===== src/uart_defs.vh =====
// register offsets, field positions and reset values of the serial unit
// assumes an apb slave with 32-bit data, one aligned word per register
`ifndef UART_DEFS_VH
`define UART_DEFS_VH
// byte offsets
`define OFS_MODE 8'h00
`define OFS_CTRL0 8'h04
`define OFS_CTRL1 8'h08
`define OFS_SPA 8'h0c
`define OFS_SPB 8'h10
`define OFS_SPC 8'h14
`define OFS_SPD 8'h18
`define OFS_BAUD 8'h1c
`define OFS_TXBUF 8'h20
`define OFS_RXBUF 8'h24
`define OFS_SHARED 8'h28
`define OFS_PINSEL 8'h2c
// serial_mode_reg fields
`define MODE_SMD_HI 2
`define MODE_CLOCK_SOURCE_SEL 3
`define MODE_STOP_LENGTH_SEL 4
`define MODE_PRY 5
`define MODE_PRYE 6
`define MODE_PIN_POLARITY_INVERT 7
// serial_mode_field codes
`define SMD_7BIT 3'h4
`define SMD_8BIT 3'h5
`define SMD_9BIT 3'h6
// transfer_control0 fields
`define C0_CLK_HI 1
`define C0_RTS_SEL 2
`define C0_TX_SHIFT_EMPTY 3
`define C0_CRD 4
`define C0_NCH 5
`define C0_CLOCK_POLARITY_SEL 6
`define C0_BIT_ORDER_SEL 7
// count source codes
`define CS_F1 2'h0
`define CS_F8 2'h1
`define CS_F2N 2'h2
// transfer_control1 fields
`define C1_TE 0
`define C1_TI 1
`define C1_RE 2
`define C1_RI 3
`define C1_IRS 4
`define C1_RRM 5
`define C1_LCH 6
// rx_buffer flag positions
`define RB_OER 12
`define RB_FER 13
`define RB_PER 14
`define RB_SUM 15
// reset values
`define RST_REG8 8'h00
`define RST_BAUD 8'h00
// oversampling
`define OVERSAMPLE 16
`define MID_TICK 4'h7
`define LAST_TICK 4'hf
`define F8_LAST 3'h7
`endif


===== src/async_uart.v =====
// asynchronous serial transceiver with apb register access
// assumes pins synchronous to pclk and a single 100 MHz clock domain
//
// Added by the designer: the address map and register access over APB.
`timescale 1ns/1ps
`include "uart_defs.vh"
module async_uart #(
   parameter F2N_DIV = 16,
   parameter ADDR_W = 8
) (
   input wire pclk,
   input wire presetn,
   input wire psel,
   input wire penable,
   input wire pwrite,
   input wire [ADDR_W-1:0] paddr,
   input wire [31:0] pwdata,
   output reg [31:0] prdata,
   output wire pready,
   output wire pslverr,
   input wire serial_clock_pin,
   input wire rx_in,
   output wire tx_out,
   output wire tx_oe,
   input wire flow_in,
   output wire flow_out,
   output wire flow_oe,
   output reg tx_irq,
   output reg rx_irq
);
   reg [7:0] mode_q, c0_q, c1_q, spa_q, spb_q, spc_q, spd_q, baud_q;
   reg [7:0] shared_q, pinsel_q;
   reg [8:0] txbuf_q, rxbuf_q;
   reg tbe_q, rxc_q, oer_q, fer_q, per_q, tx_busy_q;
   reg [7:0] ofs;
   wire [2:0] smd = mode_q[`MODE_SMD_HI:0];
   wire mode_ok = (smd == `SMD_7BIT) | (smd == `SMD_8BIT) |
      (smd == `SMD_9BIT);
   wire [3:0] nd = (smd == `SMD_7BIT) ? 4'd7 :
      (smd == `SMD_8BIT) ? 4'd8 : 4'd9;
   wire pen = mode_q[`MODE_PRYE];
   wire peven = mode_q[`MODE_PRY];
   wire two_stop = mode_q[`MODE_STOP_LENGTH_SEL];
   wire pin_polarity_invert = mode_q[`MODE_PIN_POLARITY_INVERT];
   wire lch = c1_q[`C1_LCH];
   // msb first honoured only for 8-bit characters
   wire msb_first = c0_q[`C0_BIT_ORDER_SEL] & (smd == `SMD_8BIT);
   wire cts_en = ~c0_q[`C0_CRD] & ~c0_q[`C0_RTS_SEL];
   wire rts_en = ~c0_q[`C0_CRD] & c0_q[`C0_RTS_SEL];

   // apb decode; loads colliding with buffer access stall one cycle
   wire acc = psel & penable;
   wire wr_acc = acc & pwrite;
   wire rd_acc = acc & ~pwrite;
   reg tx_load, rx_xfer;
   wire hit_tx = (ofs == `OFS_TXBUF);
   wire hit_rx = (ofs == `OFS_RXBUF);
   wire stall = (wr_acc & hit_tx & tx_load) | (rd_acc & hit_rx & rx_xfer);
   reg mapped;
   assign pready = ~stall;
   assign pslverr = acc & ~mapped;
   wire wr_go = wr_acc & pready & mapped;
   wire rd_go = rd_acc & pready & mapped;

   // read mux over register flops
   always @* begin
      ofs = {paddr[7:2], 2'b00};
      mapped = (paddr[1:0] == 2'b00) & (ofs <= `OFS_PINSEL);
      prdata = 32'h0000_0000;
      case (ofs)
         `OFS_MODE: prdata[7:0] = mode_q;
         `OFS_CTRL0: begin
            prdata[7:0] = c0_q;
            prdata[`C0_TX_SHIFT_EMPTY] = ~tx_busy_q;
         end
         `OFS_CTRL1: begin
            prdata[7:0] = c1_q;
            prdata[`C1_TI] = tbe_q;
            prdata[`C1_RI] = rxc_q;
         end
         `OFS_SPA: prdata[7:0] = spa_q;
         `OFS_SPB: prdata[7:0] = spb_q;
         `OFS_SPC: prdata[7:0] = spc_q;
         `OFS_SPD: prdata[7:0] = spd_q;
         `OFS_BAUD: prdata[7:0] = baud_q;
         `OFS_RXBUF: begin
            prdata[8:0] = rxbuf_q;
            prdata[`RB_OER] = oer_q;
            prdata[`RB_FER] = fer_q;
            prdata[`RB_PER] = per_q;
            prdata[`RB_SUM] = oer_q | fer_q | per_q;
         end
         `OFS_SHARED: prdata[7:0] = shared_q;
         `OFS_PINSEL: prdata[7:0] = pinsel_q;
         default: prdata = 32'h0000_0000;
      endcase
   end

   // plain configuration registers; status bits are held elsewhere
   always @(posedge pclk or negedge presetn) begin
      if (!presetn) begin
         mode_q <= `RST_REG8;
         c0_q <= `RST_REG8;
         c1_q <= `RST_REG8;
         spa_q <= `RST_REG8;
         spb_q <= `RST_REG8;
         spc_q <= `RST_REG8;
         spd_q <= `RST_REG8;
         baud_q <= `RST_BAUD;
         shared_q <= `RST_REG8;
         pinsel_q <= `RST_REG8;
      end else if (wr_go) begin
         case (ofs)
            `OFS_MODE: mode_q <= pwdata[7:0];
            `OFS_CTRL0: c0_q <= pwdata[7:0];
            `OFS_CTRL1: c1_q <= pwdata[7:0];
            `OFS_SPA: spa_q <= pwdata[7:0];
            `OFS_SPB: spb_q <= pwdata[7:0];
            `OFS_SPC: spc_q <= pwdata[7:0];
            `OFS_SPD: spd_q <= pwdata[7:0];
            `OFS_BAUD: baud_q <= pwdata[7:0];
            `OFS_SHARED: shared_q <= pwdata[7:0];
            `OFS_PINSEL: pinsel_q <= pwdata[7:0];
            default: mode_q <= mode_q;
         endcase
      end
   end

   // count source prescaler and external clock edge detect
   reg [2:0] f8_q;
   reg [15:0] f2n_q;
   reg sclk_q;
   reg cs_tick;
   wire sclk_rise = serial_clock_pin & ~sclk_q;
   wire sclk_fall = ~serial_clock_pin & sclk_q;
   always @* begin
      if (mode_q[`MODE_CLOCK_SOURCE_SEL]) begin
         cs_tick = sclk_rise;
      end else begin
         case (c0_q[`C0_CLK_HI:0])
            `CS_F1: cs_tick = 1'b1;
            `CS_F8: cs_tick = (f8_q == `F8_LAST);
            `CS_F2N: cs_tick = (f2n_q == F2N_DIV - 1);
            default: cs_tick = 1'b1;
         endcase
      end
   end

   // divide by m+1 into the 16x tick; free running keeps phase simple
   reg [7:0] brg_q;
   wire tick16 = cs_tick & (brg_q == 8'h00);
   always @(posedge pclk or negedge presetn) begin
      if (!presetn) begin
         f8_q <= 3'h0;
         f2n_q <= 16'h0000;
         sclk_q <= 1'b1; // pin idles high, so no false edge
         brg_q <= 8'h00;
      end else begin
         f8_q <= f8_q + 3'h1;
         f2n_q <= (f2n_q == F2N_DIV - 1) ? 16'h0000 : f2n_q + 16'h0001;
         sclk_q <= serial_clock_pin;
         if (cs_tick)
            brg_q <= (brg_q == 8'h00) ? baud_q : brg_q - 8'h01;
      end
   end

   // transmit frame assembly: start, data, parity, stops (ones fill)
   reg [12:0] frame;
   reg [8:0] txd;
   reg txpar;
   integer i;
   integer j;
   always @* begin
      txd = txbuf_q;
      if (msb_first)
         for (i = 0; i < 8; i = i + 1)
            txd[i] = txbuf_q[7-i];
      if (lch)
         txd = ~txd;
      frame = 13'h1ffe;
      txpar = ~peven;
      for (i = 0; i < 9; i = i + 1) begin
         if (i < nd) begin
            frame[i+1] = txd[i];
            txpar = txpar ^ txd[i];
         end
      end
      if (pen)
         frame[nd+1] = txpar;
   end

   reg [12:0] tx_sh_q;
   reg [3:0] tx_bits_q, tx_sub_q;
   reg tx_line_q;
   wire cts_ok = ~cts_en | ~flow_in;
   always @* begin
      tx_load = c1_q[`C1_TE] & ~tbe_q & cts_ok & ~tx_busy_q & mode_ok;
   end
   wire tx_bit_end = tx_busy_q & tick16 & (tx_sub_q == `LAST_TICK);
   wire tx_done = tx_bit_end & (tx_bits_q == 4'h1);

   // transmit shifter; cts is looked at only between characters
   always @(posedge pclk or negedge presetn) begin
      if (!presetn) begin
         tx_sh_q <= 13'h1fff;
         tx_bits_q <= 4'h0;
         tx_sub_q <= 4'h0;
         tx_busy_q <= 1'b0;
         tx_line_q <= 1'b1;
         tbe_q <= 1'b1;
         txbuf_q <= 9'h000;
         tx_irq <= 1'b0;
      end else begin
         tx_irq <= c1_q[`C1_IRS] ? tx_done : tx_load;
         if (wr_go & hit_tx) begin
            txbuf_q <= pwdata[8:0];
            tbe_q <= 1'b0;
         end else if (tx_load) begin
            tbe_q <= 1'b1;
         end
         if (tx_load) begin
            tx_sh_q <= frame;
            tx_bits_q <= 4'd1 + nd + {3'b000, pen} + {3'b000, two_stop} +
               4'd1;
            tx_sub_q <= 4'h0;
            tx_busy_q <= 1'b1;
            tx_line_q <= 1'b1;
         end else if (tx_busy_q) begin
            tx_line_q <= tx_sh_q[0];
            if (tick16)
               tx_sub_q <= tx_sub_q + 4'h1;
            if (tx_bit_end) begin
               tx_sh_q <= {1'b1, tx_sh_q[12:1]};
               tx_bits_q <= tx_bits_q - 4'h1;
               if (tx_bits_q == 4'h1)
                  tx_busy_q <= 1'b0;
            end
         end else begin
            tx_line_q <= 1'b1;
         end
      end
   end

   // pin drive; open drain only pulls low and floats for a high
   wire tx_level = tx_line_q ^ pin_polarity_invert;
   assign tx_out = c0_q[`C0_NCH] ? 1'b0 : tx_level;
   assign tx_oe = mode_ok & (~c0_q[`C0_NCH] | ~tx_level);

   // receiver
   reg rx_prev_q, rx_busy_q, rx_ovr_q;
   reg [3:0] rx_sub_q, rx_idx_q;
   reg [12:0] rx_bits_q;
   wire rx_lvl = rx_in ^ pin_polarity_invert;
   wire [3:0] rx_last = nd + {3'b000, pen} + {3'b000, two_stop} + 4'd1;
   wire [3:0] ovr_idx = two_stop ? nd + {3'b000, pen} + 4'd1 :
      nd + {3'b000, pen};
   wire rx_start = c1_q[`C1_RE] & mode_ok & ~rx_busy_q & rx_prev_q &
      ~rx_lvl;
   wire rx_samp = rx_busy_q & tick16 & (rx_sub_q == `MID_TICK);
   reg [8:0] rxd;
   reg rxpar, stop_ok;
   always @* begin
      rxd = 9'h000;
      rxpar = peven; // ends at 1 when the ones count matches the setting
      for (j = 0; j < 9; j = j + 1) begin
         if (j < nd) begin
            rxd[j] = rx_bits_q[j+1];
            rxpar = rxpar ^ rx_bits_q[j+1];
         end
      end
      if (pen)
         rxpar = rxpar ^ rx_bits_q[nd+1];
      stop_ok = rx_lvl & (~two_stop | rx_bits_q[rx_last-4'd1]);
      if (msb_first)
         for (j = 0; j < 8; j = j + 1)
            rxd[j] = rx_bits_q[8-j];
      if (lch)
         rxd = ~rxd;
      // bits above the character length read zero even when inverted
      for (j = 0; j < 9; j = j + 1)
         if (j >= nd)
            rxd[j] = 1'b0;
      rx_xfer = c1_q[`C1_RE] & rx_samp & (rx_idx_q == rx_last) &
         ~rx_ovr_q & ~(rxc_q & ovr_idx == rx_last);
   end

   // bit timing restarts at each start edge; bits land by index
   always @(posedge pclk or negedge presetn) begin
      if (!presetn) begin
         rx_prev_q <= 1'b1;
         rx_busy_q <= 1'b0;
         rx_ovr_q <= 1'b0;
         rx_sub_q <= 4'h0;
         rx_idx_q <= 4'h0;
         rx_bits_q <= 13'h0000;
         rxbuf_q <= 9'h000;
         rxc_q <= 1'b0;
         oer_q <= 1'b0;
         fer_q <= 1'b0;
         per_q <= 1'b0;
         rx_irq <= 1'b0;
      end else begin
         rx_prev_q <= rx_lvl;
         rx_irq <= rx_xfer;
         if (rx_xfer) begin
            rxbuf_q <= rxd;
            rxc_q <= 1'b1;
         end else if (rd_go & hit_rx) begin
            rxc_q <= 1'b0;
         end
         if (!c1_q[`C1_RE]) begin
            rx_busy_q <= 1'b0;
            rxc_q <= 1'b0;
            oer_q <= 1'b0;
            fer_q <= 1'b0;
            per_q <= 1'b0;
         end else if (rx_start) begin
            rx_busy_q <= 1'b1;
            rx_sub_q <= 4'h0;
            rx_idx_q <= 4'h0;
            rx_ovr_q <= 1'b0;
         end else if (rx_busy_q) begin
            if (tick16)
               rx_sub_q <= rx_sub_q + 4'h1;
            if (rx_samp) begin
               rx_bits_q[rx_idx_q] <= rx_lvl;
               rx_idx_q <= rx_idx_q + 4'h1;
               if (rx_idx_q == 4'h0 && rx_lvl)
                  rx_busy_q <= 1'b0;
               if (rx_idx_q == ovr_idx && rxc_q) begin
                  oer_q <= 1'b1;
                  rx_ovr_q <= 1'b1;
               end
               if (rx_idx_q == rx_last) begin
                  rx_busy_q <= 1'b0;
                  if (!stop_ok)
                     fer_q <= 1'b1;
                  if (pen && !rxpar)
                     per_q <= 1'b1;
               end
            end
         end
      end
   end

   // rts: low while ready, forced high by a clock pin fall or a start
   reg rts_q;
   wire rx_ready = c1_q[`C1_RE] & ~rxc_q & ~rx_busy_q;
   always @(posedge pclk or negedge presetn) begin
      if (!presetn)
         rts_q <= 1'b1;
      else if (sclk_fall | rx_start | ~rx_ready)
         rts_q <= 1'b1;
      else
         rts_q <= 1'b0;
   end
   assign flow_out = rts_q;
   assign flow_oe = rts_en;
endmodule


===== config.mk =====
export PLATFORM = sky130hd
export DESIGN_NAME = async_uart
export DESIGN_NICKNAME = d
export VERILOG_FILES = /design/src/async_uart.v
export VERILOG_INCLUDE_DIRS = /design/src /design/src/src
export SDC_FILE = /design/constraint.sdc
export NUM_CORES = 1
export LEC_CHECK = 0
export ABC_AREA = 0
export BUFFER_PORTS_ARGS = -buffer_cell sky130_fd_sc_hd__buf_4
export CAP_MARGIN = 20
export CORE_MARGIN = 4
export CORE_UTILIZATION = 58
export CTS_CLUSTER_SIZE = 8
export DETAILED_ROUTE_END_ITERATION = 16
export PLACE_DENSITY = 0.87
export SYNTH_ARGS = -nofsm -noshare
export SYNTH_HDL_FRONTEND = slang
export SYNTH_SLANG_ARGS = --single-unit

===== constraint.sdc =====
create_clock -name pclk -period 4.9 [get_ports pclk]
set_input_delay 0.98 -clock pclk [delete_from_list [all_inputs] [get_ports pclk]]
set_output_delay 0.98 -clock pclk [all_outputs]
set_load 0.02 [all_outputs]

---- Word-level counts from Yosys, hierarchy flattened ----
Index checks and enable logic that the tools add are counted.
cells by class
  $add $sub $neg .......................... 17
  bitwise operators ....................... 98
  shift-type cells ........................ 0
  multiply operators ...................... 0
  divide/modulo/power cells ............... 0
  reduce and logical (&&, ||, !) cells .... 38
  equal/unequal tests ..................... 32
  magnitude comparators ................... 24
  multiplexer cells ....................... 124
operators with widths
  cell                   number
  $mux 1                 91
  $pmux 8 s11            1
  $mux 4                 15
  $mux 13                4
  $and 1x1->1            43
  $ge 32x1->1 const B    1
  $bwmux 13              2
  $add 4x1->4 const B    6
  $eq 6x3->1 const B     4
  $eq 6x4->1 const B     4
  $mux 8                 3
  $reduce_and 2->1       12
  $not 1->1              22
  $xor 1x1->1            21
  $mux 9                 2
  $not 9->9              2
  $add 16x1->16 const B  1
  $add 4x1->4            4
  $eq 16x4->1 const B    1
  $ge 3x4->1 const A     4
  $logic_not 8->1        2
  $lt 3x4->1 const A     4
  $mux 16                1
  $reduce_bool 2->1      8
  39 further kinds       75
word-level totals
  input bits .............................. 48
  bits in read-only memories .............. 0
  memories ................................ 0
  logic and storage cells ................. 368
  RAM bits ................................ 0
  output and inout port bits .............. 40
  bits in registers ....................... 181
  bits in latches ......................... 0

---- Longest topological paths before layout ----
  word-level depth ........................ 31
  depth in mapped cells ................... 17
  gate-level depth less buffers ........... 16

---- Worst setup path after synthesis ----
Ideal clock, no wire load.
  path type ............................... register to output
  start ................................... reg mode_q[2]
  end ..................................... out pready
  setup slack ............................. 1.023 ns
  stages on the path, launching flop included .. 15
  data required time ...................... 3.920 ns
  buffers on the path ..................... 1
  data arrival time ....................... 2.897 ns
  cells stage by stage .................... dfrtp_1 -> nor2b_1 -> and2_1 -> inv_1 -> ha_1 -> inv_1 -> ha_1 -> inv_1 -> ha_1 -> buf_1 -> xnor2_1 -> a221oi_1 -> a21o_1 -> nor4_1 -> a32oi_1
between the ends
  word-level cells in the longest chain between the ends .. 13
  elaborated cells between the ends (all ways) .. 24
  those cells by class .................... add/sub (4); eq/ne (5); mux (3); bitwise (12)
ends and longest elaborated chain
  item                                             RTL line                                              RTL
  start: declaration                               async_uart.v:31                                       reg [7:0] mode_q, c0_q, c1_q, spa_q, spb_q, spc_q, spd_q, baud_q;
  start signal: assignment                         async_uart.v:102                                      mode_q <= `RST_REG8;
  start signal: assignment                         async_uart.v:114                                      `OFS_MODE: mode_q <= pwdata[7:0];
  start signal: assignment                         async_uart.v:124                                      default: mode_q <= mode_q;
  $eq 3x3->1 (no line)                             --
  $mux 1                                           async_uart.v:40                                       (smd == `SMD_8BIT) ? 4'd8 : 4'd9;
  $mux 4 (*)                                       async_uart.v:39                                       wire [3:0] nd = (smd == `SMD_7BIT) ? 4'd7 :
  $add 4x1->4 (*)                                  async_uart.v:254, async_uart.v:255, async_uart.v:256
  $add 4x1->4 (on tied branches)                   async_uart.v:254, async_uart.v:255
  $add 4x1->4 / $mux 4 (equally long branches)     async_uart.v:254, async_uart.v:255
  $eq 4x4->1 (on tied branches)                    async_uart.v:283, async_uart.v:284
  $and 1x1->1 (on tied branches)                   async_uart.v:283, async_uart.v:284
  $and 1x1->1 / $not 1->1 (equally long branches)  async_uart.v:283, async_uart.v:284
  $and 1x1->1 (*)                                  async_uart.v:283                                      rx_xfer = c1_q[`C1_RE] & rx_samp & (rx_idx_q == rx_last) &
  named net rx_xfer                                async_uart.v:55                                       reg tx_load, rx_xfer;
  $and 1x1->1 (*)                                  async_uart.v:58                                       wire stall = (wr_acc & hit_tx & tx_load) | (rd_acc & hit_rx & rx_xfer);
  $or 1x1->1 (*)                                   async_uart.v:58
  $not 1->1 (*)                                    async_uart.v:60                                       assign pready = ~stall;
  end: declaration                                 async_uart.v:19                                       output wire pready,
Mark *: on every way through the listed nets, which the timed path passes. The rest lies on a longest branch.

---- Worst setup path in the final report ----
Ends and elaborated chain as after synthesis.

==> impl_metrics.py <==
metrics = {
    "drt": {
        "ant_nets": 0,
        "wl_per_cell_um": 20.0,
        "dr.first_iter.drc_count": 500,
        "vias_per_cell": 6.10,
        "drc_errors": 0,
        "totalWireLength_um": 22100,
        "vias": 6757,
        "drtPass1Iterations": 5,
    },
    "global_route": {
        "grt_max_degree": 115,
        "antenna_found_initial": 0,
        "track_usage_pct": 25.1,
        "grt-ovfl-total": 0,
        "grt_pass1_wl_um": 35800,
        "grt_pass1_vias": 6690,
    },
    "yosys": {
        "syn_avg_cell_area_um2": 11.3,
        "synth_top_family_by_area": "multiplexers",
        "syn_inst": 840,
        "synthXorXnorAreaFrac_pct": 6.46,
        "synthDistinctLibCells": 66,
        "synth_edf_count": 0,
        "synthFlopType": "dfrtp_1",
        "yosys.area_share.simple_pct": 12.8,
        "synth_compound_area_share_pct": 8.24,
        "syn-cell-area_um2": 9490,
        "async_reset_ff_share_pct": 100,
        "synthMuxAreaShare_pct": 18.3,
        "yosys_register_bits": 177,
        "synthAdderAreaFrac_pct": 2.98,
        "synth-seq-area-share_pct": 46.9,
        "synth_warnings": 0,
    },
    "setup_path": {
        "endpoint_kind": "output pin",
        "cp_max_fo": 9,
        "cp_slowest_stage_delay_ns": 0.46,
        "critPathLaunchType": "flop",
        "worstSetupPathType": "flop to output pin",
        "cp_slowest_cell": "dfrtp_1",
        "worstPathRequired_ns": 3.92,
        "cp_data_arrival_time_ns": 3.57,
        "worstPathCellList": "nor2b_1 > and2_1 > inv_1 > ha_1 > inv_1 > ha_1 > inv_1 > ha_1 > xnor2_2 > a221oi_1 > a21o_1 > nor4_2 > a32oi_1 > buf_4",
    },
    "die": {
        "io_pins": 88,
        "start_util_pct": 59.5,
        "die_area_um2": 18500,
        "die_h_um": 136,
        "core_area_um2": 15900,
        "die_x_um": 136,
        "std_cell_rows": 46,
    },
    "final_layout": {
        "finalNetCount": 948,
        "fin_util_pct": 66.8,
        "diodes": 0,
        "fin_area_um2": 10600,
        "final_cell_mix": "159 x dfrtp_1, 102 x mux2_2, 58 x nand2_1",
        "layout_commonest_cell": "dfrtp_1",
        "syn2layout_area_growth_pct": 12.2,
        "drive_gt1_share_pct": 27.9,
    },
    "timing": {
        "skew_ns": 0.00625,
        "fmax_mhz": 220,
        "rsz0062_at_grt": "false",
        "setup_viol": 0,
        "hold_viol": 0,
        "tightest_slew_ns": 1.02,
        "period_minus_slack_ns": 4.55,
        "drv_slew": 0,
        "period_share_pct": 92.9,
        "finalSetupTns_ns": 0,
        "relSlewSlack_pct": 31.5,
        "hold_ws_ns": 0.427,
    },
    "clock_network": {
        "clk_pin_slew_ns": 0.07,
        "clock_path_buffers": 2,
        "htreeDepth": 4,
        "numCtsBuffers": 17,
        "cts.sinks": 177,
        "clock_latency_ns": 0.44,
        "clockRootBuffer": "clkbuf_16",
        "cts_tree": "yes",
    },
    "job": {
        "maxCapViolations": 0,
    },
    "pwr": {
        "power_per_cell_area_nw_per_um2": 312,
        "p_sw_mw": 0.815,
        "switching_share_pct": 24.6,
        "p_leak_nw": 4.98,
        "peakVddDrop_v": 0.000384,
        "p_clk_share_pct": 44.9,
        "seq_power_share_pct": 47.1,
        "intPower_mw": 2.51,
        "p_total_mw": 3.32,
        "pwr-share-comb_pct": 8.0,
    },
    "run_status": {
        "status": "complete, no violations",
    },
    "place": {
        "placed_area_um2": 9950,
        "place_congestion": 0.862,
        "hpwl_um": 14700,
        "io_buffers": 45,
    },
    "worst_hold_path": {
        "hold_class": "input port to async pin",
    },
}
## synthesized netlist by cell type (3+ instances only)
master      n  area, um2
dfrtp_1   159       3980
a21o_1      3       22.5
buf_1      11       41.3
nor2_2      3       18.8
mux2i_1    30        300
dfstp_2    18        473
a22oi_1    24        180
mux2_2    102       1150
o21a_1      6       45.0
nor2b_1     7       43.8
nand2_1    58        218
mux2_4      5       75.1
o21ai_0    22        110
buf_4      21        158
xnor2_1    54        473
nand4_1     6       37.5
inv_1      29        109
and2_1      5       31.3
and3_1      6       37.5
nor2_1     52        195
nand2b_1    7       43.8
ha_1       21        263
or3_1       8       50.1
clkbuf_1   20       75.1
a21oi_1    28        140
nor3_1     12       60.1
o22a_1      6       52.6
nor3b_1     4       30.0
nor4_1      8       50.1
xor2_1     16        140
nor3_2      6       60.1
mux4_2      9        203
a211oi_1    3       22.5
nand3_1    21        105
a31oi_1    11       68.8
## metrics by stage
stage,worst slack [ns],instances
final,0.347,1107
after global routing,0.0342,1107
after CTS,0.125,1105
after detailed placement,0.474,1073
after global placement,0.557,1073
after floorplan,1.02,858
## kinds of logic (layout without fill, tap and decap cells)
family / after synthesis / in the layout
other: 1 / 19
muxes: 147 / 147
xor gates and xnor gates: 70 / 70
AOI/OAI and AO/OA: 117 / 117
and+or+nand+nor: 221 / 221
buffers and inverters: 85 / 118
adders and majority gates: 22 / 22
DFF: 177 / 177
## layout make-up
class,count,area [um2]
clock buffers,19,453
clock inverters,13,196
fillers,1142,5300
inverters,30,113
multi-input cells,596,4720
flip-flops and latches,177,4450
well taps,216,270
repair buffers,56,444
## worst max-delay path, delay by kind of cell, from the launching register on
family,cells,cell delay (ns)
buffers and inverters,4,0.38
and+or+nand+nor,3,0.77
xor gates and xnor gates,1,0.18
adders and majority gates,3,0.78
AOI/OAI and AO/OA,3,0.56
DFF,1,0.46
## worst paths after layout
kind / cells after the start / end / slack, ns / from
worst min-delay path: 1 / f2n_q[12]$_DFF_PN0_ / 0.43 / presetn
max in group asynchronous: 2 / spb_q[7]$_DFFE_PN0P_ / 3.71 / presetn
worst max register to register: 13 / rxbuf_q[1]$_DFFE_PN0P_ / 1.21 / mode_q[2]$_DFFE_PN0P_
worst max-delay path: 14 / pready / 0.35 / mode_q[2]$_DFFE_PN0P_
min in group pclk: 1 / f8_q[0]$_DFF_PN0_ / 0.43 / f8_q[0]$_DFF_PN0_
worst min register to register: 1 / f8_q[0]$_DFF_PN0_ / 0.43 / f8_q[0]$_DFF_PN0_
## registers in the layout, indices dropped and copies added (netlist names), 8 cells and up
| register | cells |
|---|---|
| shared_q | 8 |
| tx_sh_q | 13 |
| txbuf_q | 9 |
| spa_q | 8 |
| spd_q | 8 |
| spc_q | 8 |
| mode_q | 8 |
| brg_q | 8 |
| spb_q | 8 |
| f2n_q | 16 |
| rx_bits_q | 12 |
| pinsel_q | 8 |
| rxbuf_q | 9 |
| baud_q | 8 |
## timing repair
action	in CTS	in global routing
endpoints found under the setup margin	1	1
endpoints found under the hold margin	0	0
hold buffers	0	0
buffers inserted	0	1
resized for setup	1	1
pin swaps	0	1
## per-layer routing
metal  vias up  global-route usage [%]  wire, um
met4         0                    8.17       577
met1      3439                    33.7      9150
met3        44                    6.40      1460
met5         -                       0         0
met2       246                    40.3     11000
li1       3028                       -         -
## power by group through the flow
stage	Clock [mW]	Sequential, mW	Combinational, mW
2_1_floorplan	0	1.57	0.174
3_3_place_gp	0	1.58	0.237
3_5_place_dp	0	1.58	0.252
5_1_grt	1.58	1.57	0.298
4_1_cts	1.50	1.56	0.263
6_report	1.49	1.56	0.266
Power figures use the tool's default switching activity.
